[config.mk]
export PLATFORM = sky130hd
export DESIGN_NAME = rdw_status_core
export DESIGN_NICKNAME = d
export VERILOG_FILES = /design/src/rdw_pkg.sv /design/src/rdw_cfg_if.sv /design/src/rdw_word_pack.sv /design/src/rdw_wb_regs.sv /design/src/rdw_status_core.sv
export SDC_FILE = /design/constraint.sdc
export NUM_CORES = 1
export LEC_CHECK = 0
export BUFFER_PORTS_ARGS = -buffer_cell sky130_fd_sc_hd__buf_4
export CAP_MARGIN = 20
export CORE_MARGIN = 10
export CORE_UTILIZATION = 50
export CTS_CLUSTER_DIAMETER = 150
export DETAILED_ROUTE_END_ITERATION = 7
export PLACE_DENSITY_LB_ADDON = 0.1
export SYNTH_ARGS = -nofsm -noshare
export SYNTH_HDL_FRONTEND = slang
export SYNTH_SLANG_ARGS = --single-unit
[constraint.sdc]
create_clock -name clk_i -period 2.7 [get_ports clk_i]
set_clock_uncertainty 0.15 [all_clocks]
set_input_delay 0.27 -clock clk_i [delete_from_list [all_inputs] [get_ports clk_i]]
set_output_delay 0.27 -clock clk_i [all_outputs]
set_load 0.005 [all_outputs]
[src/rdw_pkg.sv]
// shared constants and types for the receive descriptor status word writer
package rdw_pkg;

  // register byte offsets on the wishbone bus
  localparam logic [3:0] OFF_CTRL      = 4'h0;
  localparam logic [3:0] OFF_STATS     = 4'h4;
  localparam logic [3:0] OFF_LAST_WORD = 4'h8;

  // control register fields and reset value
  localparam int          CTRL_ENABLE_BIT  = 0;
  localparam int          CTRL_IPC_T1_BIT  = 1;
  localparam int          CTRL_THRESH_BIT  = 2;
  localparam int          CTRL_WIDTH       = 3;
  localparam logic [2:0]  CTRL_RESET       = 3'h0;

  // status word bit positions
  localparam int OWN_BIT      = 31;
  localparam int DA_FAIL_BIT  = 30;
  localparam int LEN_MSB      = 29;
  localparam int LEN_LSB      = 16;
  localparam int ERR_ANY_BIT  = 15;
  localparam int TRUNC_BIT    = 14;
  localparam int SA_FAIL_BIT  = 13;
  localparam int LEN_ERR_BIT  = 12;
  localparam int OVF_BIT      = 11;
  localparam int VLAN_BIT     = 10;
  localparam int FIRST_BIT    = 9;
  localparam int LAST_BIT     = 8;
  localparam int GIANT_BIT    = 7;
  localparam int LATE_COL_BIT = 6;
  localparam int ETYPE_BIT    = 5;
  localparam int WDOG_BIT     = 4;
  localparam int RX_ERR_BIT   = 3;
  localparam int CRC_BIT      = 1;

  // field widths and decode thresholds
  localparam int           LEN_W           = 14;
  localparam int           BS_W            = 13;
  localparam logic [15:0]  ETHERTYPE_MIN   = 16'h0600;
  localparam logic [13:0]  IPC_T1_EXTRA    = 14'h0002;
  localparam logic [13:0]  LEN_ONE         = 14'h0001;
  localparam logic [15:0]  STAT_ONE        = 16'h0001;

  // fields that make up status word zero
  typedef struct packed {
    logic              own;
    logic              da_fail;
    logic [LEN_W-1:0]  len;
    logic              trunc;
    logic              sa_fail;
    logic              len_err;
    logic              ovf;
    logic              vlan;
    logic              first;
    logic              last;
    logic              giant;
    logic              late_col;
    logic              etype;
    logic              wdog;
    logic              rx_err;
    logic              crc;
    logic              ip_hdr;
    logic              ip_pay;
  } rdw_fields_t;

endpackage

[src/rdw_cfg_if.sv]
// configuration and statistics carried between register file and core
`timescale 1ns/1ps
interface rdw_cfg_if;
  logic        enable;
  logic        ipc_type1;
  logic        threshold_mode;
  logic [15:0] frames_done;
  logic [15:0] trunc_count;
  logic [31:0] last_word;

  modport regs (output enable, output ipc_type1, output threshold_mode,
                input frames_done, input trunc_count, input last_word);
  modport core (input enable, input ipc_type1, input threshold_mode,
                output frames_done, output trunc_count, output last_word);
endinterface

[src/rdw_word_pack.sv]
// places the status fields into word zero and forms the error summary
`timescale 1ns/1ps
module rdw_word_pack (
  input  rdw_pkg::rdw_fields_t f_i,
  output logic [31:0]          word_o
);

  // the summary is forced low outside the last descriptor so software never sees a stale one
  function automatic logic err_any(input rdw_pkg::rdw_fields_t f);
    return f.last & (f.crc | f.rx_err | f.wdog | f.late_col | f.giant |
                     f.ip_hdr | f.ip_pay | f.ovf | f.trunc);
  endfunction

  // bit placement; bits 2 and 0 belong to other logic and read zero here
  always_comb begin
    word_o                                     = 32'h0000_0000;
    word_o[rdw_pkg::OWN_BIT]                   = f_i.own;
    word_o[rdw_pkg::DA_FAIL_BIT]               = f_i.da_fail;
    word_o[rdw_pkg::LEN_MSB:rdw_pkg::LEN_LSB]  = f_i.len;
    word_o[rdw_pkg::ERR_ANY_BIT]               = err_any(f_i);
    word_o[rdw_pkg::TRUNC_BIT]                 = f_i.trunc;
    word_o[rdw_pkg::SA_FAIL_BIT]               = f_i.sa_fail;
    word_o[rdw_pkg::LEN_ERR_BIT]               = f_i.len_err;
    word_o[rdw_pkg::OVF_BIT]                   = f_i.ovf;
    word_o[rdw_pkg::VLAN_BIT]                  = f_i.vlan;
    word_o[rdw_pkg::FIRST_BIT]                 = f_i.first;
    word_o[rdw_pkg::LAST_BIT]                  = f_i.last;
    word_o[rdw_pkg::GIANT_BIT]                 = f_i.giant;
    word_o[rdw_pkg::LATE_COL_BIT]              = f_i.late_col;
    word_o[rdw_pkg::ETYPE_BIT]                 = f_i.etype;
    word_o[rdw_pkg::WDOG_BIT]                  = f_i.wdog;
    word_o[rdw_pkg::RX_ERR_BIT]                = f_i.rx_err;
    word_o[rdw_pkg::CRC_BIT]                   = f_i.crc;
  end

endmodule // rdw_word_pack

[src/rdw_wb_regs.sv]
// classic wishbone slave holding control and showing core statistics
`timescale 1ns/1ps
module rdw_wb_regs (
  input  wire logic        clk_i,
  input  wire logic        rst_i,
  input  wire logic        wb_cyc_i,
  input  wire logic        wb_stb_i,
  input  wire logic        wb_we_i,
  input  wire logic [3:0]  wb_adr_i,
  input  wire logic [3:0]  wb_sel_i,
  input  wire logic [31:0] wb_dat_i,
  output logic      [31:0] wb_dat_o,
  output logic             wb_ack_o,
  rdw_cfg_if.regs          cfg
);

  typedef struct packed {
    logic [rdw_pkg::CTRL_WIDTH-1:0] ctrl;
    logic                           ack;
    logic [31:0]                    dat;
  } rdw_regs_state_t;

  rdw_regs_state_t s_reg;
  rdw_regs_state_t s_next;
  logic            req;

  // ack is withheld in the cycle after an answer, so one access is taken exactly once
  assign req = wb_cyc_i & wb_stb_i & ~s_reg.ack;

  // decode, write and read; unmapped addresses ack with zero data and drop writes
  always_comb begin
    s_next     = s_reg;
    s_next.ack = req;
    if (req) begin
      s_next.dat = 32'h0000_0000;
      unique case (wb_adr_i)
        rdw_pkg::OFF_CTRL: begin
          if (wb_we_i && wb_sel_i[0]) begin
            s_next.ctrl = wb_dat_i[rdw_pkg::CTRL_WIDTH-1:0];
          end
          s_next.dat[rdw_pkg::CTRL_WIDTH-1:0] = s_reg.ctrl;
        end
        rdw_pkg::OFF_STATS:     s_next.dat = {cfg.trunc_count, cfg.frames_done};
        rdw_pkg::OFF_LAST_WORD: s_next.dat = cfg.last_word;
        default:                s_next.dat = 32'h0000_0000;
      endcase
    end
  end

  // state register
  always_ff @(posedge clk_i) begin
    if (rst_i) begin
      s_reg.ctrl <= rdw_pkg::CTRL_RESET;
      s_reg.ack  <= 1'b0;
      s_reg.dat  <= 32'h0000_0000;
    end else begin
      s_reg <= s_next;
    end
  end

  assign wb_ack_o           = s_reg.ack;
  assign wb_dat_o           = s_reg.dat;
  assign cfg.enable         = s_reg.ctrl[rdw_pkg::CTRL_ENABLE_BIT];
  assign cfg.ipc_type1      = s_reg.ctrl[rdw_pkg::CTRL_IPC_T1_BIT];
  assign cfg.threshold_mode = s_reg.ctrl[rdw_pkg::CTRL_THRESH_BIT];

  a_wb_ack_once: assert property (@(posedge clk_i) disable iff (rst_i)
    wb_ack_o |=> !wb_ack_o) else $error("ack held two cycles");

endmodule // rdw_wb_regs

[src/rdw_status_core.sv]
// receive descriptor status word writer: ownership, length, filters, errors
//
// Register access over Wishbone and the placing of the registers were decided locally.
`timescale 1ns/1ps

// Notes on behaviour
// - set ownership bit hands descriptor to dma; clear means host owns, unused
// - ownership cleared on frame end or when descriptor buffers fill
// - destination filter failure reported in bit 30
// - bits 29:16 count frame bytes moved to memory, crc included
// - length is final only in the last descriptor, absent truncation or overflow
// - type 1 checksum adds two bytes to length for non control frames
// - non-last descriptors carry the running byte count of the frame
// - bit 15 is the or of all listed error flags
// - error summary meaningful only in the last descriptor
// - truncation flag when frame overflows buffers and next descriptor not owned
// - source filter failure reported in bit 13
// - length mismatch flag, meaningful only for length encoded frames
// - overflow flag only for partial frames in threshold mode
// - store and forward mode drops overflowed frames entirely; here only frames ending in their first descriptor are dropped
// - vlan tagged frame reported in bit 10
// - first buffer flag marks the descriptor where the frame starts
// - zero sized buffers are skipped; both zero moves to next descriptor
// - last buffer flag marks the descriptor holding the frame's end
// - bit 5 set when length/type is at least 0x0600
module rdw_status_core (
  input  wire logic                      clk_i,
  input  wire logic                      rst_i,
  input  wire logic                      wb_cyc_i,
  input  wire logic                      wb_stb_i,
  input  wire logic                      wb_we_i,
  input  wire logic [3:0]                wb_adr_i,
  input  wire logic [3:0]                wb_sel_i,
  input  wire logic [31:0]               wb_dat_i,
  output logic      [31:0]               wb_dat_o,
  output logic                           wb_ack_o,
  output logic                           desc_ready_o,
  input  wire logic                      desc_valid_i,
  input  wire logic                      desc_own_i,
  input  wire logic [rdw_pkg::BS_W-1:0]  desc_bs1_i,
  input  wire logic [rdw_pkg::BS_W-1:0]  desc_bs2_i,
  input  wire logic                      rx_valid_i,
  output logic                           rx_ready_o,
  input  wire logic                      rx_last_i,
  input  wire logic                      st_da_fail_i,
  input  wire logic                      st_sa_fail_i,
  input  wire logic                      st_crc_err_i,
  input  wire logic                      st_rx_err_i,
  input  wire logic                      st_wdog_i,
  input  wire logic                      st_late_col_i,
  input  wire logic                      st_giant_i,
  input  wire logic                      st_vlan_i,
  input  wire logic                      st_ctrl_frame_i,
  input  wire logic                      st_len_mismatch_i,
  input  wire logic                      st_ip_hdr_err_i,
  input  wire logic                      st_ip_pay_err_i,
  input  wire logic                      st_overflow_i,
  input  wire logic [15:0]               st_len_type_i,
  output logic                           wb0_valid_o,
  output logic      [31:0]               wb0_word_o
);

  typedef enum logic [3:0] {
    ST_FETCH = 4'b0001,
    ST_RECV  = 4'b0010,
    ST_NEXT  = 4'b0100,
    ST_DROP  = 4'b1000
  } rdw_state_t;

  typedef struct packed {
    rdw_state_t                 state;
    logic [rdw_pkg::LEN_W-1:0]  cap;
    logic [rdw_pkg::LEN_W-1:0]  used;
    logic [rdw_pkg::LEN_W-1:0]  frame_cnt;
    logic                       first;
    logic                       in_frame;
    logic                       wb_valid;
    logic [31:0]                word;
    logic [15:0]                frames;
    logic [15:0]                truncs;
  } rdw_core_state_t;

  rdw_core_state_t       s_reg;
  rdw_core_state_t       s_next;
  rdw_pkg::rdw_fields_t  fld;
  logic [31:0]           packed_word;
  logic                  beat;
  logic                  desc_zero;
  logic                  keep_frame;
  logic [rdw_pkg::LEN_W-1:0] cnt_inc;

  rdw_cfg_if cfg ();

  rdw_wb_regs u_regs (
    .clk_i    (clk_i),
    .rst_i    (rst_i),
    .wb_cyc_i (wb_cyc_i),
    .wb_stb_i (wb_stb_i),
    .wb_we_i  (wb_we_i),
    .wb_adr_i (wb_adr_i),
    .wb_sel_i (wb_sel_i),
    .wb_dat_i (wb_dat_i),
    .wb_dat_o (wb_dat_o),
    .wb_ack_o (wb_ack_o),
    .cfg      (cfg)
  );

  rdw_word_pack u_pack (
    .f_i    (fld),
    .word_o (packed_word)
  );

  // total of both buffer sizes; 13 bit sizes always fit the 14 bit length field
  function automatic logic [rdw_pkg::LEN_W-1:0] buf_cap(input logic [rdw_pkg::BS_W-1:0] a,
                                                         input logic [rdw_pkg::BS_W-1:0] b);
    return {1'b0, a} + {1'b0, b};
  endfunction

  // handshakes: descriptors taken only while enabled and waiting for one, bytes while receiving or swallowing a truncated rest
  assign desc_ready_o = cfg.enable & (s_reg.state == ST_FETCH || s_reg.state == ST_NEXT);
  assign rx_ready_o   = (s_reg.state == ST_RECV) || (s_reg.state == ST_DROP);
  assign beat         = rx_valid_i & rx_ready_o;
  assign desc_zero    = (desc_bs1_i == '0) && (desc_bs2_i == '0);
  assign cnt_inc      = s_reg.frame_cnt + rdw_pkg::LEN_ONE;
  // store and forward drops an overflowed frame only while it is still in its first descriptor
  assign keep_frame   = cfg.threshold_mode | ~st_overflow_i;

  // fields of the word written at a frame's end; masks keep flags within their meaning
  always_comb begin
    fld          = '0;
    fld.own      = 1'b0;
    fld.da_fail  = st_da_fail_i;
    fld.len      = cnt_inc;
    if (cfg.ipc_type1 && !st_ctrl_frame_i) begin
      fld.len    = cnt_inc + rdw_pkg::IPC_T1_EXTRA;
    end
    fld.sa_fail  = st_sa_fail_i;
    fld.etype    = (st_len_type_i >= rdw_pkg::ETHERTYPE_MIN);
    fld.len_err  = st_len_mismatch_i & ~fld.etype;
    fld.ovf      = st_overflow_i & cfg.threshold_mode;
    fld.vlan     = st_vlan_i;
    fld.first    = s_reg.first;
    fld.last     = 1'b1;
    fld.giant    = st_giant_i;
    fld.late_col = st_late_col_i;
    fld.wdog     = st_wdog_i;
    fld.rx_err   = st_rx_err_i;
    fld.crc      = st_crc_err_i;
    fld.ip_hdr   = st_ip_hdr_err_i;
    fld.ip_pay   = st_ip_pay_err_i;
  end

  // descriptor walk; a full descriptor is held back until the next one is known,
  // so a truncation can still be flagged in it as the frame's last
  always_comb begin
    s_next          = s_reg;
    s_next.wb_valid = 1'b0;
    unique case (s_reg.state)
      ST_FETCH: begin
        if (desc_ready_o && desc_valid_i && desc_own_i) begin
          if (desc_zero) begin
            s_next.wb_valid = 1'b1;
            s_next.word     = 32'h0000_0000;
          end else begin
            s_next.cap      = buf_cap(desc_bs1_i, desc_bs2_i);
            s_next.used     = '0;
            s_next.frame_cnt = '0;
            s_next.first    = 1'b1;
            s_next.in_frame = 1'b0;
            s_next.state    = ST_RECV;
          end
        end
      end
      ST_RECV: begin
        if (beat) begin
          s_next.used      = s_reg.used + rdw_pkg::LEN_ONE;
          s_next.frame_cnt = cnt_inc;
          s_next.in_frame  = 1'b1;
          if (rx_last_i && !keep_frame && s_reg.first) begin
            // dropped frame: the same descriptor waits for the next frame
            s_next.used      = '0;
            s_next.frame_cnt = '0;
            s_next.in_frame  = 1'b0;
          end else if (rx_last_i) begin
            s_next.wb_valid = 1'b1;
            s_next.word     = packed_word;
            s_next.frames   = s_reg.frames + rdw_pkg::STAT_ONE;
            s_next.state    = ST_FETCH;
          end else if (s_next.used == s_reg.cap) begin
            // running count, not last, no error summary
            s_next.word  = {1'b0, 1'b0, cnt_inc, 6'h00, s_reg.first, 9'h000};
            s_next.state = ST_NEXT;
          end
        end
      end
      ST_NEXT: begin
        if (desc_ready_o && desc_valid_i) begin
          if (!desc_own_i) begin
            s_next.wb_valid = 1'b1;
            s_next.word     = s_reg.word;
            s_next.word[rdw_pkg::LAST_BIT]    = 1'b1;
            s_next.word[rdw_pkg::TRUNC_BIT]   = 1'b1;
            s_next.word[rdw_pkg::ERR_ANY_BIT] = 1'b1;
            s_next.truncs   = s_reg.truncs + rdw_pkg::STAT_ONE;
            s_next.state    = ST_DROP;
          end else if (desc_zero) begin
            s_next.state = ST_NEXT;
          end else begin
            s_next.wb_valid = 1'b1;
            s_next.cap      = buf_cap(desc_bs1_i, desc_bs2_i);
            s_next.used     = '0;
            s_next.first    = 1'b0;
            s_next.state    = ST_RECV;
          end
        end
      end
      ST_DROP: begin
        // truncated remainder is swallowed up to the frame end
        if (beat && rx_last_i) begin
          s_next.state = ST_FETCH;
        end
      end
    endcase
  end

  // state register
  always_ff @(posedge clk_i) begin
    if (rst_i) begin
      s_reg <= '{state: ST_FETCH, default: '0};
    end else begin
      s_reg <= s_next;
    end
  end

  assign wb0_valid_o      = s_reg.wb_valid;
  assign wb0_word_o       = s_reg.word;
  assign cfg.frames_done  = s_reg.frames;
  assign cfg.trunc_count  = s_reg.truncs;
  assign cfg.last_word    = s_reg.word;

  // checks on the written word and the descriptor walk
  a_own_returned: assert property (@(posedge clk_i) disable iff (rst_i)
    wb0_valid_o |-> !wb0_word_o[31]) else $error("written word still owned");
  a_trunc_in_last: assert property (@(posedge clk_i) disable iff (rst_i)
    wb0_valid_o && wb0_word_o[14] |-> wb0_word_o[8] && wb0_word_o[15])
    else $error("truncation outside last word");
  a_nonlast_clean: assert property (@(posedge clk_i) disable iff (rst_i)
    wb0_valid_o && !wb0_word_o[8] |-> !wb0_word_o[15] && !wb0_word_o[14])
    else $error("error summary in non-last word");
  a_unowned_stall: assert property (@(posedge clk_i) disable iff (rst_i)
    s_reg.state == ST_FETCH && desc_valid_i && !desc_own_i |=>
    !wb0_valid_o && s_reg.state == ST_FETCH) else $error("host descriptor used");
  a_etype_decode: assert property (@(posedge clk_i) disable iff (rst_i)
    s_reg.state == ST_RECV && beat && rx_last_i && keep_frame |=>
    wb0_valid_o && wb0_word_o[5] == ($past(st_len_type_i) >= 16'h0600))
    else $error("frame type bit wrong");
  a_len_final: assert property (@(posedge clk_i) disable iff (rst_i)
    s_reg.state == ST_RECV && beat && rx_last_i && keep_frame && !cfg.ipc_type1 |=>
    wb0_word_o[29:16] == $past(s_reg.frame_cnt) + 14'h0001)
    else $error("final length wrong");
  // only a taken descriptor moves the walk on, so ready is part of every hand-over check
  a_running_len: assert property (@(posedge clk_i) disable iff (rst_i)
    s_reg.state == ST_NEXT && desc_ready_o && desc_valid_i && desc_own_i && !desc_zero |=>
    wb0_valid_o && !wb0_word_o[8] && wb0_word_o[29:16] == $past(s_reg.frame_cnt))
    else $error("running count wrong");
  a_ovf_thresh: assert property (@(posedge clk_i) disable iff (rst_i)
    wb0_valid_o && wb0_word_o[11] |-> cfg.threshold_mode)
    else $error("overflow flag outside threshold mode");
  a_first_once: assert property (@(posedge clk_i) disable iff (rst_i)
    s_reg.state == ST_NEXT && desc_ready_o && desc_valid_i && desc_own_i && !desc_zero |=>
    s_reg.state == ST_RECV && !s_reg.first)
    else $error("first flag repeated");
  a_first_set: assert property (@(posedge clk_i) disable iff (rst_i)
    s_reg.state == ST_FETCH && desc_ready_o && desc_valid_i && desc_own_i && !desc_zero |=>
    s_reg.state == ST_RECV && s_reg.first) else $error("first flag missing");
  a_zero_word: assert property (@(posedge clk_i) disable iff (rst_i)
    s_reg.state == ST_FETCH && desc_ready_o && desc_valid_i && desc_own_i && desc_zero |=>
    wb0_valid_o && wb0_word_o == 32'h0000_0000) else $error("empty descriptor word wrong");

  // frame end fields; the checksum bytes ride on top of the counted bytes
  a_len_ipc: assert property (@(posedge clk_i) disable iff (rst_i)
    s_reg.state == ST_RECV && beat && rx_last_i && keep_frame && cfg.ipc_type1 &&
    !st_ctrl_frame_i |=> wb0_word_o[29:16] == $past(s_reg.frame_cnt) + 14'h0003)
    else $error("checksum length wrong");
  a_filter_flags: assert property (@(posedge clk_i) disable iff (rst_i)
    s_reg.state == ST_RECV && beat && rx_last_i && keep_frame |=> wb0_valid_o && wb0_word_o[8] &&
    wb0_word_o[30] == $past(st_da_fail_i) && wb0_word_o[13] == $past(st_sa_fail_i) &&
    wb0_word_o[10] == $past(st_vlan_i)) else $error("filter or vlan flag wrong");
  a_err_summary: assert property (@(posedge clk_i) disable iff (rst_i)
    wb0_valid_o && wb0_word_o[8] && (|{wb0_word_o[14], wb0_word_o[11], wb0_word_o[7:6],
    wb0_word_o[4:3], wb0_word_o[1]}) |-> wb0_word_o[15]) else $error("error summary missing");
  a_len_err_mask: assert property (@(posedge clk_i) disable iff (rst_i)
    wb0_valid_o && wb0_word_o[12] |-> !wb0_word_o[5]) else $error("length error on type frame");
  a_sf_no_word: assert property (@(posedge clk_i) disable iff (rst_i)
    s_reg.state == ST_RECV && beat && rx_last_i && !keep_frame && s_reg.first |=>
    !wb0_valid_o && s_reg.state == ST_RECV) else $error("overflowed frame handed on");

  // scenarios the bench is expected to reach
  c_ipc_len:    cover property (@(posedge clk_i) disable iff (rst_i)
    wb0_valid_o && wb0_word_o[8] && cfg.ipc_type1);
  c_truncate:   cover property (@(posedge clk_i) disable iff (rst_i)
    wb0_valid_o && wb0_word_o[14]);
  c_span:       cover property (@(posedge clk_i) disable iff (rst_i)
    wb0_valid_o && wb0_word_o[8] && !wb0_word_o[9]);
  c_zero_skip:  cover property (@(posedge clk_i) disable iff (rst_i)
    s_reg.state == ST_FETCH && desc_valid_i && desc_own_i && desc_zero);
  c_sf_drop:    cover property (@(posedge clk_i) disable iff (rst_i)
    s_reg.state == ST_RECV && beat && rx_last_i && !keep_frame);

endmodule // rdw_status_core

=== Yosys cells after proc, flatten, opt, wreduce, memory -nomap -nowiden ===
Index checks and enable logic that the tools add are counted.

* Register bits after elaboration: 148
* Input port bits: 104
* Output and inout bits: 68
* Logic and storage cells: 122

* $add $sub $neg: 6
* $lt $le $gt $ge: 1
* Equality and inequality tests: 18
* Multiplexer cells: 37
* Bitwise logic cells: 20
* Reductions and logical operators: 27

{| class="wikitable"
|+ Operators by type and width
! kind !! count
|-
| two-way mux 28 bit || 4
|-
| case mux 33 bit (3 select lines) || 1
|-
| two-way mux 49 bit || 2
|-
| two-way mux 32 bit || 3
|-
| two-way mux 81 bit || 1
|-
| two-way mux 33 bit || 2
|-
| case mux 29 bit (2 select lines) || 1
|-
| case mux 14 bit (2 select lines) || 2
|-
| two-way mux 48 bit || 1
|-
| case mux 14 bit (3 select lines) || 1
|-
| adder 16 x 1 -> 16 bit, second input constant || 2
|-
| two-way mux 16 bit || 2
|-
| adder 14 x 1 -> 14 bit, second input constant || 2
|-
| zero test 13 bit || 2
|-
| two-way mux 4 bit || 6
|-
| AND reduction 7 bit || 3
|-
| greater-or-equal comparator 16 x 11 -> 1 bit, second input constant || 1
|-
| case mux 4 bit (4 select lines) || 1
|-
| adder 13 x 13 -> 14 bit || 1
|-
| adder 14 x 2 -> 14 bit, second input constant || 1
|-
| equality test 14 bit || 1
|-
| two-way mux 14 bit || 1
|-
| inequality test 2 bit, second input constant || 7
|-
| case mux 3 bit (3 select lines) || 1
|-
| other kinds (22) || 60
|}

=== Logic depth before layout (Yosys ltp) ===
Gate-level depths: netlist (run 1).

* Depth in word-level cells: 11
* Gate-level depth with buffers: 11

=== Cells and area by module ===
From an unflattened synthesis (run 1), not the netlist that was laid out.

* Cell total of the unflattened synthesis: 1130
* Area total of the unflattened synthesis: 9181.3 um^2

{| class="wikitable"
|+ By module, submodules not included
! module !! instances !! cells each !! area an instance (um^2)
|-
| rdw_status_core || 1 || 850 || 6816.5
|-
| rdw_wb_regs || 1 || 243 || 2103.3
|-
| rdw_word_pack || 1 || 37 || 261.5
|}

=== Least setup slack after synthesis (run 1) ===
No wires, ideal clock.

* Kind: flip-flop to flip-flop
* Start: register s_reg[81] (netlist bit)
* End: register s_reg (netlist bit wb0_word_o[10])
* Setup time: 0.117 ns
* Arrival time: 2.347 ns
* Required time: 2.433 ns
* Setup slack: 0.085 ns
* Stages on the path, launching flop included: 10
* Path buffers: 1
* Period minus slack after synthesis: 2.615 ns
* Cell sequence: dfxtp_1 -> ha_1 -> nand3_2 -> or3_1 -> a311oi_1 -> nand4_1 -> nor3_1 -> a21oi_2 -> buf_2 -> a32o_1

* Cells in the longest elaborated chain, start to end: 4

{| class="wikitable"
|+ RTL lines
! element !! RTL line !! RTL
|-
| start: declaration || rdw_status_core.sv:83 || <nowiki>rdw_core_state_t s_reg;</nowiki>
|-
| start signal: assignment || rdw_status_core.sv:231 || <nowiki>s_reg <= s_next;</nowiki>
|-
| adder 14 x 1 -> 14 bit || rdw_status_core.sv:176 || <nowiki>s_next.used = s_reg.used + rdw_pkg::LEN_ONE;</nowiki>
|-
| equality test 14 bit || rdw_status_core.sv:189 || <nowiki>end else if (s_next.used == s_reg.cap) begin</nowiki>
|-
| inequality test 3 x 2 -> 1 bit (no source line) || n/a ||
|-
| AND reduction 7 bit (no source line) || n/a ||
|}

No other way between the ends.
A chain may end at the register's enable or synchronous reset.

=== Worst setup path in the final report (run 1) ===
* Start: register s_reg[88] (netlist bit)
* End: register s_reg (netlist bit wb0_word_o[3])

Same word-level chain as after synthesis.

==> run_summary.xml, run 1 <==
<?xml version="1.0" encoding="UTF-8"?>
<metrics>
  <group name="layout">
    <metric name="fillCellCount" unit="">1406</metric>
    <metric name="flip_flop_count_of_the_largest_register_all_copies_and_words_added" unit="">46</metric>
    <metric name="layout.cell_area.non_filler" unit="um^2">10300</metric>
    <metric name="syn2layout_area_growth" unit="%">26.6</metric>
    <metric name="final_core_utilization" unit="%">64.7</metric>
    <metric name="post_layout_nonfiller_instances" unit="">1362</metric>
    <metric name="share_of_post_route_cells_with_drive_strength_above_1" unit="%">24.4</metric>
    <metric name="final_nets" unit="">1255</metric>
  </group>
  <group name="setup_path">
    <metric name="crit_family" unit="">simple AND/OR/NAND/NOR gates</metric>
    <metric name="timing.critical_path.to_type" unit="">flip-flop</metric>
    <metric name="crit_path_top_cell_by_count" unit="">sky130_fd_sc_hd__a21oi_1</metric>
    <metric name="critical-path-max-stage-delay" unit="ps">440</metric>
    <metric name="critical-path-slowest-cell" unit="">sky130_fd_sc_hd__dfxtp_1</metric>
    <metric name="arrival" unit="ps">2720</metric>
    <metric name="criticalPathCategory" unit="">flip-flop to flip-flop</metric>
    <metric name="critical_path_peak_fanout" unit="">8</metric>
    <metric name="required" unit="ps">2870</metric>
    <metric name="cp_num_buf_inv" unit="">2</metric>
    <metric name="path_cells" unit="">nand4_1 -&gt; buf_4 -&gt; nor4_2 -&gt; a21oi_1 -&gt; a21oi_1 -&gt; nor4b_4 -&gt; a21oi_4 -&gt; buf_12 -&gt; a32o_1</metric>
    <metric name="timing.reg2reg.setup_slack" unit="ps">150</metric>
    <metric name="critical_path.startpoint_type" unit="">flip-flop</metric>
  </group>
  <group name="cts">
    <metric name="cts_num_sinks" unit="">145</metric>
    <metric name="cell_at_the_root_of_the_clock_tree" unit="">sky130_fd_sc_hd__clkbuf_16</metric>
    <metric name="numCtsBuffers" unit="">17</metric>
    <metric name="worst_setup_hold_path_clk_slew" unit="ps">60</metric>
    <metric name="cts_htree_levels" unit="">4</metric>
    <metric name="tritoncts_clock_tree" unit="">yes</metric>
    <metric name="insertion_delay" unit="ps">420</metric>
    <metric name="clock_path_buffers" unit="">2</metric>
  </group>
  <group name="yosys">
    <metric name="syn-instance-count" unit="">991</metric>
    <metric name="post_synth.cell_area_avg" unit="um^2">8.18</metric>
    <metric name="ys_top_cells_by_count" unit="">sky130_fd_sc_hd__dfxtp_1, sky130_fd_sc_hd__nand2_1, sky130_fd_sc_hd__nor2_1</metric>
    <metric name="synthDominantCellAreaShare" unit="%">35.8</metric>
    <metric name="mappedNetlistArea" unit="um^2">8110</metric>
    <metric name="async_flop_share" unit="%">0</metric>
    <metric name="synth_enable_flop_cells" unit="">0</metric>
    <metric name="synth.yosys.seq_area_share" unit="%">35.8</metric>
    <metric name="ys_ff_latch" unit="">145</metric>
    <metric name="synth_top_flop_cell" unit="">sky130_fd_sc_hd__dfxtp_1</metric>
    <metric name="synth_cell_types" unit="">80</metric>
    <metric name="synth.most_common_cell" unit="">sky130_fd_sc_hd__dfxtp_1</metric>
    <metric name="ys_top_cells_by_area" unit="">sky130_fd_sc_hd__dfxtp_1, sky130_fd_sc_hd__nand2_1, sky130_fd_sc_hd__nor2_1</metric>
    <metric name="ys_warn_count" unit="">0</metric>
    <metric name="synth_top_area_cell" unit="">sky130_fd_sc_hd__dfxtp_1</metric>
  </group>
  <group name="floorplan">
    <metric name="floorplan.io_pins" unit="">172</metric>
    <metric name="fp-row-count" unit="">46</metric>
    <metric name="floorplan.initialDensity" unit="%">51.1</metric>
    <metric name="fp.dieH" unit="um">147</metric>
    <metric name="chipWidth" unit="um">147</metric>
    <metric name="core_region_area" unit="um^2">15900</metric>
    <metric name="die_area" unit="um^2">21700</metric>
  </group>
  <group name="timing">
    <metric name="report.final.slew_viol_count" unit="">0</metric>
    <metric name="post-route-worst-setup-slack" unit="ps">149</metric>
    <metric name="worst_slew_margin_rel" unit="%">50.2</metric>
    <metric name="setup_viol" unit="">0</metric>
    <metric name="totalNegativeSetupSlack" unit="ps">0</metric>
    <metric name="grt_setup_unrepaired" unit="">false</metric>
    <metric name="final.min_clock_period" unit="ps">2550</metric>
    <metric name="hold_slack" unit="ps">33.7</metric>
    <metric name="clock.fmax" unit="MHz">392</metric>
    <metric name="tightestPinTransition" unit="ps">746</metric>
    <metric name="finalCritPeriodShare" unit="%">94.5</metric>
    <metric name="timing_hold_violations_final" unit="">0</metric>
  </group>
  <group name="power_and_ir_drop">
    <metric name="total_power" unit="mW">5.11</metric>
    <metric name="ir_worst_vdd" unit="mV">0.473</metric>
    <metric name="pwr_density_cell" unit="nW/um^2">497</metric>
    <metric name="p_leak" unit="nW">4.13</metric>
  </group>
  <group name="routing">
    <metric name="routed-wl-met2" unit="um">10900</metric>
    <metric name="finalWirelength" unit="um">22400</metric>
    <metric name="route.antenna.remaining_nets" unit="">0</metric>
    <metric name="drt-met1-wl" unit="um">10100</metric>
    <metric name="vias" unit="">7675</metric>
    <metric name="drt_iter0_drc" unit="">396</metric>
    <metric name="drcViolationCount" unit="">0</metric>
    <metric name="dr.max_layer_used" unit="">met4</metric>
    <metric name="dr_wl_met3" unit="um">1080</metric>
    <metric name="via_density_per_instance" unit="">5.64</metric>
    <metric name="routedWlPerCell" unit="um">16.5</metric>
    <metric name="drt-pass1-iter-count" unit="">5</metric>
  </group>
  <group name="place">
    <metric name="gp_congestion" unit="">0.917</metric>
    <metric name="placed_cells_incl_taps" unit="">1317</metric>
    <metric name="dp_worst_setup_slack" unit="ps">65.8</metric>
    <metric name="post_dp_cell_area" unit="um^2">9440</metric>
    <metric name="detailed_place_hpwl" unit="um">16600</metric>
    <metric name="place.port_buffers" unit="">127</metric>
  </group>
  <group name="global_route">
    <metric name="grt_antenna_before_repair" unit="">0</metric>
    <metric name="largest_net_degree_at_the_start_of_global_routing" unit="">47</metric>
    <metric name="global_route.usage.total" unit="%">20.2</metric>
    <metric name="first_pass_grt_wire_length" unit="um">36800</metric>
    <metric name="via_count_of_the_first_global_routing_pass" unit="">7382</metric>
    <metric name="gr-total-overflow" unit="">0</metric>
  </group>
  <group name="min_path">
    <metric name="min-delay-path-class" unit="">input pin to flip-flop</metric>
  </group>
  <group name="run_status">
    <metric name="outcome" unit="">complete, no violations</metric>
  </group>
  <group name="flow_run">
    <metric name="maxCapViolations" unit="">0</metric>
  </group>
</metrics>
[power breakdown]
| group | internal (mW) | switching, mW |
|---|---|---|
| Clock | 1.51 | 1.01 |
| Sequential | 2.17 | 0.0137 |
| Combinational | 0.201 | 0.209 |
[timing repair]
item,CTS,global route
hold buffers,11,0
setup endpoints to repair,0,29
buffers inserted,0,1
endpoints found under the hold margin,11,0
resized for setup,0,20
[cells in the final DEF (no fill, tap or decap), types with 4 or more instances in the layout]
| cell type | count |
|---|---|
| sky130_fd_sc_hd__o211ai_1 | 6 |
| sky130_fd_sc_hd__a32o_1 | 9 |
| sky130_fd_sc_hd__buf_4 | 199 |
| sky130_fd_sc_hd__or3_1 | 16 |
| sky130_fd_sc_hd__nand2b_1 | 8 |
| sky130_fd_sc_hd__nand3_1 | 19 |
| sky130_fd_sc_hd__and2_1 | 7 |
| sky130_fd_sc_hd__and3_1 | 13 |
| sky130_fd_sc_hd__a311oi_1 | 5 |
| sky130_fd_sc_hd__or4_1 | 4 |
| sky130_fd_sc_hd__nor2b_1 | 7 |
| sky130_fd_sc_hd__nand2_1 | 114 |
| sky130_fd_sc_hd__o21ai_0 | 35 |
| sky130_fd_sc_hd__xnor2_1 | 28 |
| sky130_fd_sc_hd__dfxtp_1 | 141 |
| sky130_fd_sc_hd__mux2i_1 | 20 |
| sky130_fd_sc_hd__nand4_1 | 12 |
| sky130_fd_sc_hd__a31oi_1 | 13 |
| sky130_fd_sc_hd__inv_1 | 13 |
| sky130_fd_sc_hd__clkbuf_16 | 17 |
| sky130_fd_sc_hd__nor4_1 | 15 |
| sky130_fd_sc_hd__dfxtp_2 | 4 |
| sky130_fd_sc_hd__a21oi_1 | 66 |
| sky130_fd_sc_hd__nor2_1 | 106 |
| sky130_fd_sc_hd__nor4b_1 | 4 |
| sky130_fd_sc_hd__xor2_1 | 31 |
| sky130_fd_sc_hd__nor3_2 | 5 |
| sky130_fd_sc_hd__or2_2 | 5 |
| sky130_fd_sc_hd__nor3_1 | 50 |
| sky130_fd_sc_hd__a22oi_1 | 4 |
| sky130_fd_sc_hd__a211oi_1 | 5 |
| sky130_fd_sc_hd__nand3b_1 | 4 |
| sky130_fd_sc_hd__mux2_2 | 5 |
| sky130_fd_sc_hd__dlygate4sd3_1 | 11 |
| sky130_fd_sc_hd__a221oi_1 | 29 |
| sky130_fd_sc_hd__ha_1 | 16 |
| sky130_fd_sc_hd__inv_6 | 7 |
[routing by layer]
metal  track usage, %  vias up
li1                 -     3855
met1             25.5     3608
met2             33.7      185
met3             4.61       27
met4             6.00        0
met5                0        -
[final timing paths]
path,from,to,cells after the start
worst min register to register,u_regs.wb_dat_o[31],u_regs.wb_dat_o[31],2
worst max register to register,s_reg[88],wb0_word_o[3],9
worst min-delay path,st_len_type_i[13],wb0_word_o[5],4
worst max-delay path,s_reg[88],wb0_word_o[3],9
[kinds of logic (layout without fill, tap and decap cells)]
family / count (synthesis) / in the layout / share of synthesized area [%]
mux: 27 / 27 / 3.44
fa+ha+maj: 19 / 19 / 3.02
simple gates: 420 / 420 / 26.5
buf+inv: 106 / 258 / 6.88
xor+xnor: 60 / 60 / 6.65
compound gates: 213 / 213 / 17.6
flops: 145 / 145 / 35.8
other cells: 1 / 4 / 0.0462
[cell type report]
class / count / area, um^2 / area share [%]
tap: 216 / 270 / 2.63
multi-input combinational: 742 / 4760 / 46.3
clock inverter: 14 / 189 / 1.84
inverter: 13 / 48.8 / 0.475
antenna: 1 / 2.50 / 0.0244
clock buffer: 18 / 439 / 4.28
timing repair buffer: 213 / 1660 / 16.1
sequential: 145 / 2910 / 28.3
[worst min-delay path: cells and delay by family]
family / cells / cell delay, ps
AOI/OAI and AO/OA: 1 / 120
and+or+nand+nor: 2 / 110
buffers and inverters: 1 / 70
Note: power is estimated with default switching activity, not from simulation.
==> run 2: changes to the inputs <==
--- a/config.mk
+++ b/config.mk
@@ -8,7 +8,7 @@
 export BUFFER_PORTS_ARGS = -buffer_cell sky130_fd_sc_hd__buf_4
 export CAP_MARGIN = 20
 export CORE_MARGIN = 10
-export CORE_UTILIZATION = 50
+export CORE_UTILIZATION = 45
 export CTS_CLUSTER_DIAMETER = 150
 export DETAILED_ROUTE_END_ITERATION = 7
 export PLACE_DENSITY_LB_ADDON = 0.1
==> run_summary.xml, run 2 (synthesis gave the netlist of run 1 again) <==
<?xml version="1.0" encoding="UTF-8"?>
<metrics>
  <group name="layout">
    <metric name="syn2layout_area_growth" unit="%">26.4</metric>
    <metric name="final_common_cell" unit="">sky130_fd_sc_hd__buf_4</metric>
    <metric name="final_core_utilization" unit="%">57.5</metric>
    <metric name="share_of_post_route_cells_with_drive_strength_above_1" unit="%">24.3</metric>
    <metric name="flip_flop_count_of_the_largest_register_all_copies_and_words_added" unit="">46</metric>
    <metric name="antenna_cells" unit="">0</metric>
    <metric name="top_library_cells_by_usage_in_the_layout_fill_and_taps_aside" unit="">sky130_fd_sc_hd__buf_4, sky130_fd_sc_hd__dfxtp_1, sky130_fd_sc_hd__nand2_1</metric>
    <metric name="final_nets" unit="">1256</metric>
  </group>
  <group name="timing">
    <metric name="timing_hold_violations_final" unit="">0</metric>
    <metric name="setup_viol" unit="">0</metric>
    <metric name="final.min_clock_period" unit="ps">2570</metric>
    <metric name="tightestPinTransition" unit="ps">613</metric>
    <metric name="grt_setup_unrepaired" unit="">false</metric>
    <metric name="finalCritPeriodShare" unit="%">95.1</metric>
    <metric name="worst_slew_margin_rel" unit="%">58.9</metric>
    <metric name="post-route-worst-setup-slack" unit="ps">132</metric>
    <metric name="clock.fmax" unit="MHz">389</metric>
    <metric name="report.final.slew_viol_count" unit="">0</metric>
  </group>
  <group name="setup_path">
    <metric name="timing.critical_path.to_type" unit="">flip-flop</metric>
    <metric name="required" unit="ps">2860</metric>
    <metric name="critical_path_peak_fanout" unit="">12</metric>
    <metric name="critical_path.startpoint_type" unit="">flip-flop</metric>
    <metric name="arrival" unit="ps">2730</metric>
    <metric name="criticalPathCategory" unit="">flip-flop to flip-flop</metric>
  </group>
  <group name="floorplan">
    <metric name="fp.dieH" unit="um">154</metric>
    <metric name="die_area" unit="um^2">23800</metric>
    <metric name="fp-row-count" unit="">49</metric>
    <metric name="floorplan.initialDensity" unit="%">45.5</metric>
    <metric name="chipWidth" unit="um">154</metric>
    <metric name="core_region_area" unit="um^2">17800</metric>
    <metric name="floorplan.io_pins" unit="">172</metric>
  </group>
  <group name="min_path">
    <metric name="min-delay-path-class" unit="">input pin to flip-flop</metric>
  </group>
  <group name="power_and_ir_drop">
    <metric name="pwr_density_cell" unit="nW/um^2">480</metric>
    <metric name="ir_worst_vdd" unit="mV">0.455</metric>
    <metric name="total_power" unit="mW">4.92</metric>
    <metric name="p_leak" unit="nW">4.11</metric>
  </group>
  <group name="global_route">
    <metric name="gr-total-overflow" unit="">0</metric>
    <metric name="via_count_of_the_first_global_routing_pass" unit="">7299</metric>
    <metric name="global_route.usage.total" unit="%">18.5</metric>
    <metric name="largest_net_degree_at_the_start_of_global_routing" unit="">90</metric>
    <metric name="grt_antenna_before_repair" unit="">0</metric>
    <metric name="first_pass_grt_wire_length" unit="um">37000</metric>
  </group>
  <group name="place">
    <metric name="place.port_buffers" unit="">127</metric>
    <metric name="gp_congestion" unit="">0.844</metric>
    <metric name="dp_worst_setup_slack" unit="ps">-20.1</metric>
    <metric name="detailed_place_hpwl" unit="um">17000</metric>
  </group>
  <group name="routing">
    <metric name="finalWirelength" unit="um">22600</metric>
    <metric name="drt_iter0_drc" unit="">380</metric>
    <metric name="vias" unit="">7533</metric>
    <metric name="via_density_per_instance" unit="">5.48</metric>
    <metric name="route.antenna.remaining_nets" unit="">0</metric>
    <metric name="routedWlPerCell" unit="um">16.4</metric>
    <metric name="drt-pass1-iter-count" unit="">7</metric>
    <metric name="drcViolationCount" unit="">0</metric>
  </group>
  <group name="cts">
    <metric name="cell_at_the_root_of_the_clock_tree" unit="">sky130_fd_sc_hd__clkbuf_16</metric>
    <metric name="worst_setup_hold_path_clk_slew" unit="ps">70</metric>
    <metric name="insertion_delay" unit="ps">420</metric>
    <metric name="cts_htree_levels" unit="">4</metric>
    <metric name="cts_num_sinks" unit="">145</metric>
    <metric name="numCtsBuffers" unit="">17</metric>
    <metric name="clock_path_buffers" unit="">2</metric>
    <metric name="tritoncts_clock_tree" unit="">yes</metric>
  </group>
  <group name="run_status">
    <metric name="outcome" unit="">complete, no violations</metric>
  </group>
  <group name="flow_run">
    <metric name="maxCapViolations" unit="">0</metric>
  </group>
</metrics>
## run 2: changes by cell type in the layout (fill, tap and decap cells not counted), sizes merged
cell      before  now
buf          202  203
diode          1    0
clkinvlp       2    3
clkbuf        18   19
bufinv         3    1
## run 2: path summary, 6_finish.rpt
kind / slack (ps) / endpoint / startpoint / cells past startpoint
setup / recovery: 130 / wb0_word_o[6] / s_reg[82] / 10
setup reg to reg: 130 / wb0_word_o[6] / s_reg[82] / 10
hold reg to reg: 320 / s_reg[104] / s_reg[104] / 2
hold / removal: 50 / wb0_word_o[5] / st_len_type_i[13] / 4
## run 2: power by group
group | internal [mW] | switching [mW] | total, mW | leakage, nW
logic | 0.206 | 0.210 | 0.416 | 2.66
registers | 2.17 | 0.0140 | 2.18 | 1.17
clock network | 1.33 | 1.00 | 2.33 | 0.276
total | 3.70 | 1.23 | 4.92 | 4.11
## run 2: per-layer routing
metal	track usage (%)	share of wire, %	vias to the layer above
met2	31.1	50	135
met4	4.86	1.2	0
li1	-	-	3839
met5	0	0	-
met3	4.10	4.3	20
met1	23.5	45	3539
## run 2: layout make-up
cell class / count / area [um^2]
fillers: 1661 / 7590
clock inverters: 13 / 136
multi-input cells: 742 / 4760
repair buffers: 214 / 1680
flip-flops and latches: 145 / 2900
well taps: 229 / 287
clock buffers: 19 / 443
inverters: 13 / 48.8
## run 2: worst max-delay path, cell delays in order (launching register included)
cell and delay, ps:
sky130_fd_sc_hd__dfxtp_1 340, sky130_fd_sc_hd__ha_2 220, sky130_fd_sc_hd__nand3_2 140, sky130_fd_sc_hd__buf_4 200, sky130_fd_sc_hd__nor2_1 170, sky130_fd_sc_hd__mux2_2 180, sky130_fd_sc_hd__a22oi_1 110, sky130_fd_sc_hd__nor4b_4 360
sky130_fd_sc_hd__a21oi_4 160, sky130_fd_sc_hd__buf_12 170, sky130_fd_sc_hd__a32o_1 250
## run 2: timing repair
action                                  CTS  global route
hold buffers                             11             0
hold endpoints to repair                 11             0
gates resized for setup                   0            17
endpoints found under the setup margin    0            29
setup buffers                             0             1
## run 2: per-stage QoR
stage / hold WS [ps] / setup TNS (ps) / instances / cell area [um^2]
finish: 46.6 / 0 / 1375 / 10300
global route: 54.0 / 0 / 1375 / 10300
floorplan: 246 / 0 / 993 / 8120
CTS: 22.6 / 0 / 1373 / 10100
global placement: 304 / 0 / 1330 / 9450
detailed placement: 311 / -118 / 1330 / 9450
==> run 3: changes to the inputs <==
--- a/config.mk
+++ b/config.mk
@@ -5,6 +5,7 @@
 export SDC_FILE = /design/constraint.sdc
 export NUM_CORES = 1
 export LEC_CHECK = 0
+export ABC_AREA = 1
 export BUFFER_PORTS_ARGS = -buffer_cell sky130_fd_sc_hd__buf_4
 export CAP_MARGIN = 20
 export CORE_MARGIN = 10
==> run_summary.xml, run 3 <==
<?xml version="1.0" encoding="UTF-8"?>
<metrics>
  <group name="timing">
    <metric name="setup_viol" unit="">0</metric>
    <metric name="finalCritPeriodShare" unit="%">90.3</metric>
    <metric name="totalNegativeSetupSlack" unit="ps">0</metric>
    <metric name="grt_setup_unrepaired" unit="">false</metric>
    <metric name="timing_hold_violations_final" unit="">0</metric>
    <metric name="final.min_clock_period" unit="ps">2440</metric>
    <metric name="clock.fmax" unit="MHz">410</metric>
    <metric name="post-route-worst-setup-slack" unit="ps">261</metric>
    <metric name="report.final.slew_viol_count" unit="">0</metric>
    <metric name="worst_slew_margin_rel" unit="%">49.7</metric>
    <metric name="tightestPinTransition" unit="ps">753</metric>
  </group>
  <group name="yosys">
    <metric name="mappedNetlistArea" unit="um^2">8620</metric>
    <metric name="synth.most_common_cell" unit="">sky130_fd_sc_hd__nand2_1</metric>
    <metric name="ys_warn_count" unit="">0</metric>
    <metric name="post_synth.cell_area_avg" unit="um^2">6.63</metric>
    <metric name="post_synth_mux_area_share" unit="%">0</metric>
    <metric name="async_flop_share" unit="%">0</metric>
    <metric name="synthXorXnorAreaFrac" unit="%">2.44</metric>
    <metric name="ys_top_cells_by_count" unit="">sky130_fd_sc_hd__nand2_1, sky130_fd_sc_hd__inv_1, sky130_fd_sc_hd__dfxtp_1</metric>
    <metric name="synth_enable_flop_cells" unit="">0</metric>
    <metric name="synthSimpleGateAreaFrac" unit="%">31.9</metric>
    <metric name="ys_top_cells_by_area" unit="">sky130_fd_sc_hd__dfxtp_1, sky130_fd_sc_hd__nand2_1, sky130_fd_sc_hd__inv_1</metric>
    <metric name="synth_top_area_cell" unit="">sky130_fd_sc_hd__dfxtp_1</metric>
    <metric name="ys_ff_latch" unit="">145</metric>
    <metric name="synth_cell_types" unit="">53</metric>
    <metric name="dominant_combinational_cell_family_by_area_after_synthesis" unit="">simple AND/OR/NAND/NOR gates</metric>
    <metric name="fraction_of_the_mapped_netlist_area_in_compound_gates" unit="%">15.8</metric>
    <metric name="synth-adder-area-share" unit="%">2.85</metric>
    <metric name="synth_top_flop_cell" unit="">sky130_fd_sc_hd__dfxtp_1</metric>
    <metric name="synth.yosys.seq_area_share" unit="%">33.7</metric>
    <metric name="syn-instance-count" unit="">1300</metric>
    <metric name="synthDominantCellAreaShare" unit="%">33.7</metric>
  </group>
  <group name="setup_path">
    <metric name="critical_path_peak_fanout" unit="">14</metric>
    <metric name="required" unit="ps">2870</metric>
    <metric name="arrival" unit="ps">2610</metric>
    <metric name="critical_path.startpoint_type" unit="">flip-flop</metric>
    <metric name="criticalPathCategory" unit="">flip-flop to flip-flop</metric>
    <metric name="worstRegToRegCells" unit="">15</metric>
    <metric name="timing.critical_path.to_type" unit="">flip-flop</metric>
  </group>
  <group name="layout">
    <metric name="antenna_cells" unit="">0</metric>
    <metric name="final_nets" unit="">1533</metric>
    <metric name="syn2layout_area_growth" unit="%">20.6</metric>
    <metric name="sequential_cell_area" unit="um^2">2900</metric>
    <metric name="flip_flop_count_of_the_largest_register_all_copies_and_words_added" unit="">46</metric>
    <metric name="fillCellCount" unit="">1906</metric>
    <metric name="top_library_cells_by_usage_in_the_layout_fill_and_taps_aside" unit="">sky130_fd_sc_hd__nand2_1, sky130_fd_sc_hd__inv_1, sky130_fd_sc_hd__buf_4</metric>
    <metric name="share_of_post_route_cells_with_drive_strength_above_1" unit="%">17.1</metric>
    <metric name="layout.cell_area.non_filler" unit="um^2">10400</metric>
    <metric name="final_common_cell" unit="">sky130_fd_sc_hd__nand2_1</metric>
    <metric name="multiInputGateArea" unit="um^2">4610</metric>
  </group>
  <group name="flow_run">
    <metric name="maxCapViolations" unit="">0</metric>
  </group>
  <group name="routing">
    <metric name="drt-met1-wl" unit="um">11600</metric>
    <metric name="finalWirelength" unit="um">25000</metric>
    <metric name="via_density_per_instance" unit="">5.18</metric>
    <metric name="drcViolationCount" unit="">0</metric>
    <metric name="routedWlPerCell" unit="um">15.1</metric>
    <metric name="routed-wl-met2" unit="um">11600</metric>
    <metric name="dr_wl_met3" unit="um">1430</metric>
    <metric name="vias" unit="">8582</metric>
    <metric name="dr.max_layer_used" unit="">met5</metric>
    <metric name="route.antenna.remaining_nets" unit="">0</metric>
    <metric name="drt_iter0_drc" unit="">440</metric>
    <metric name="drt-pass1-iter-count" unit="">5</metric>
  </group>
  <group name="cts">
    <metric name="cts_setup_buffers" unit="">0</metric>
    <metric name="tritoncts_clock_tree" unit="">yes</metric>
    <metric name="clock_path_buffers" unit="">2</metric>
    <metric name="insertion_delay" unit="ps">430</metric>
    <metric name="worst_setup_hold_path_clk_slew" unit="ps">60</metric>
    <metric name="cts_num_sinks" unit="">145</metric>
    <metric name="cell_at_the_root_of_the_clock_tree" unit="">sky130_fd_sc_hd__clkbuf_16</metric>
    <metric name="cts_htree_levels" unit="">4</metric>
    <metric name="numCtsBuffers" unit="">17</metric>
  </group>
  <group name="power_and_ir_drop">
    <metric name="p_leak" unit="nW">4.51</metric>
    <metric name="total_power" unit="mW">6.48</metric>
    <metric name="ir_worst_vdd" unit="mV">0.437</metric>
    <metric name="pwr_density_cell" unit="nW/um^2">623</metric>
  </group>
  <group name="floorplan">
    <metric name="chipWidth" unit="um">158</metric>
    <metric name="fp.dieH" unit="um">158</metric>
    <metric name="core_region_area" unit="um^2">18800</metric>
    <metric name="floorplan.io_pins" unit="">172</metric>
    <metric name="fp-row-count" unit="">50</metric>
    <metric name="die_area" unit="um^2">25100</metric>
    <metric name="floorplan.initialDensity" unit="%">45.9</metric>
  </group>
  <group name="global_route">
    <metric name="largest_net_degree_at_the_start_of_global_routing" unit="">45</metric>
    <metric name="gr-total-overflow" unit="">0</metric>
    <metric name="via_count_of_the_first_global_routing_pass" unit="">8209</metric>
    <metric name="global_route.usage.total" unit="%">20.0</metric>
    <metric name="first_pass_grt_wire_length" unit="um">40600</metric>
    <metric name="grt_antenna_before_repair" unit="">1</metric>
  </group>
  <group name="min_path">
    <metric name="min-delay-path-class" unit="">input pin to flip-flop</metric>
    <metric name="hold_depth" unit="">3</metric>
  </group>
  <group name="run_status">
    <metric name="outcome" unit="">complete, no violations</metric>
  </group>
  <group name="place">
    <metric name="dp_worst_setup_slack" unit="ps">226</metric>
    <metric name="post_dp_cell_area" unit="um^2">9650</metric>
    <metric name="detailed_place_hpwl" unit="um">19200</metric>
    <metric name="place.port_buffers" unit="">127</metric>
    <metric name="gp_congestion" unit="">0.866</metric>
  </group>
</metrics>
-- run 3: cell count changes after synthesis, moves of 20 or more --
cell,change
sky130_fd_sc_hd__inv_1,+165
sky130_fd_sc_hd__nand4_1,+31
sky130_fd_sc_hd__nor3_1,-35
sky130_fd_sc_hd__o21ai_0,+56
sky130_fd_sc_hd__mux2i_1,-20
sky130_fd_sc_hd__nand2_1,+154
sky130_fd_sc_hd__xnor2_1,-21
sky130_fd_sc_hd__a221oi_1,-28
sky130_fd_sc_hd__nand3_1,+46
sky130_fd_sc_hd__a21oi_1,+34
sky130_fd_sc_hd__nor2_1,+36
-- run 3: path summary, 6_finish.rpt --
check	startpoint	to	slack [ps]
max	s_reg[82]	wb0_word_o[19]	260
min	wb_dat_i[2]	u_regs.cfg.threshold_mode	20
max reg2reg	s_reg[82]	wb0_word_o[19]	260
min reg2reg	wb0_word_o[14]	wb0_word_o[14]	320
-- run 3: layer usage --
layer,GRT usage (%),vias to the layer above
met4,5.73,2
met3,4.37,31
li1,-,4454
met1,26.1,3891
met5,0,-
met2,32.3,204
-- run 3: logic make-up after synthesis --
| kind of cell | count (synthesis) |
|---|---|
| other cells | 1 |
| xor+xnor | 24 |
| flops | 145 |
| buf+inv | 263 |
| simple gates | 605 |
| compound gates | 243 |
| fa+ha+maj | 19 |
-- run 3: final cells by class --
class | instances | area share (%)
clock inverters | 14 | 1.87
clock buffers | 18 | 4.13
well taps | 234 | 2.82
inverters | 187 | 6.75
repair buffers | 165 | 12.2
multi-input cells | 894 | 44.3
flip-flops and latches | 145 | 27.9
-- run 3: where the power goes --
group	total, mW	switching, mW	internal, mW
Clock	2.52	1.03	1.49
Combinational	1.51	0.895	0.611
Sequential	2.45	0.138	2.31
-- run 3: repair_timing --
item                                   4_1_cts  5_1_grt
setup endpoints to repair                    0        6
hold buffers                                10        0
endpoints found under the hold margin       10        0
resized for setup                            0        4
-- run 3: critical path: stages (launching register included) --
cell,delay [ps]
sky130_fd_sc_hd__dfxtp_1,380
sky130_fd_sc_hd__ha_2,250
sky130_fd_sc_hd__nand3_2,110
sky130_fd_sc_hd__nor2_2,190
sky130_fd_sc_hd__nand2_1,70
sky130_fd_sc_hd__nand3_1,80
sky130_fd_sc_hd__nand2_1,50
sky130_fd_sc_hd__nor2_1,130
sky130_fd_sc_hd__nand2_1,90
sky130_fd_sc_hd__nor2_2,100
sky130_fd_sc_hd__nand3_2,110
sky130_fd_sc_hd__nand2_4,130
sky130_fd_sc_hd__nand3_4,70
sky130_fd_sc_hd__buf_4,210
sky130_fd_sc_hd__a21oi_1,160
sky130_fd_sc_hd__nor2_1,50
-- run 3: per-stage QoR --
stage | hold WS, ps | cells | util (%)
2_1_floorplan | 269 | 1302 | -
3_3_place_gp | 304 | 1615 | 51.4
3_5_place_dp | 308 | 1615 | 51.4
4_1_cts | 10.3 | 1657 | 55.3
5_1_grt | 30.7 | 1657 | 55.4
6_report | 16.2 | 1657 | 55.4
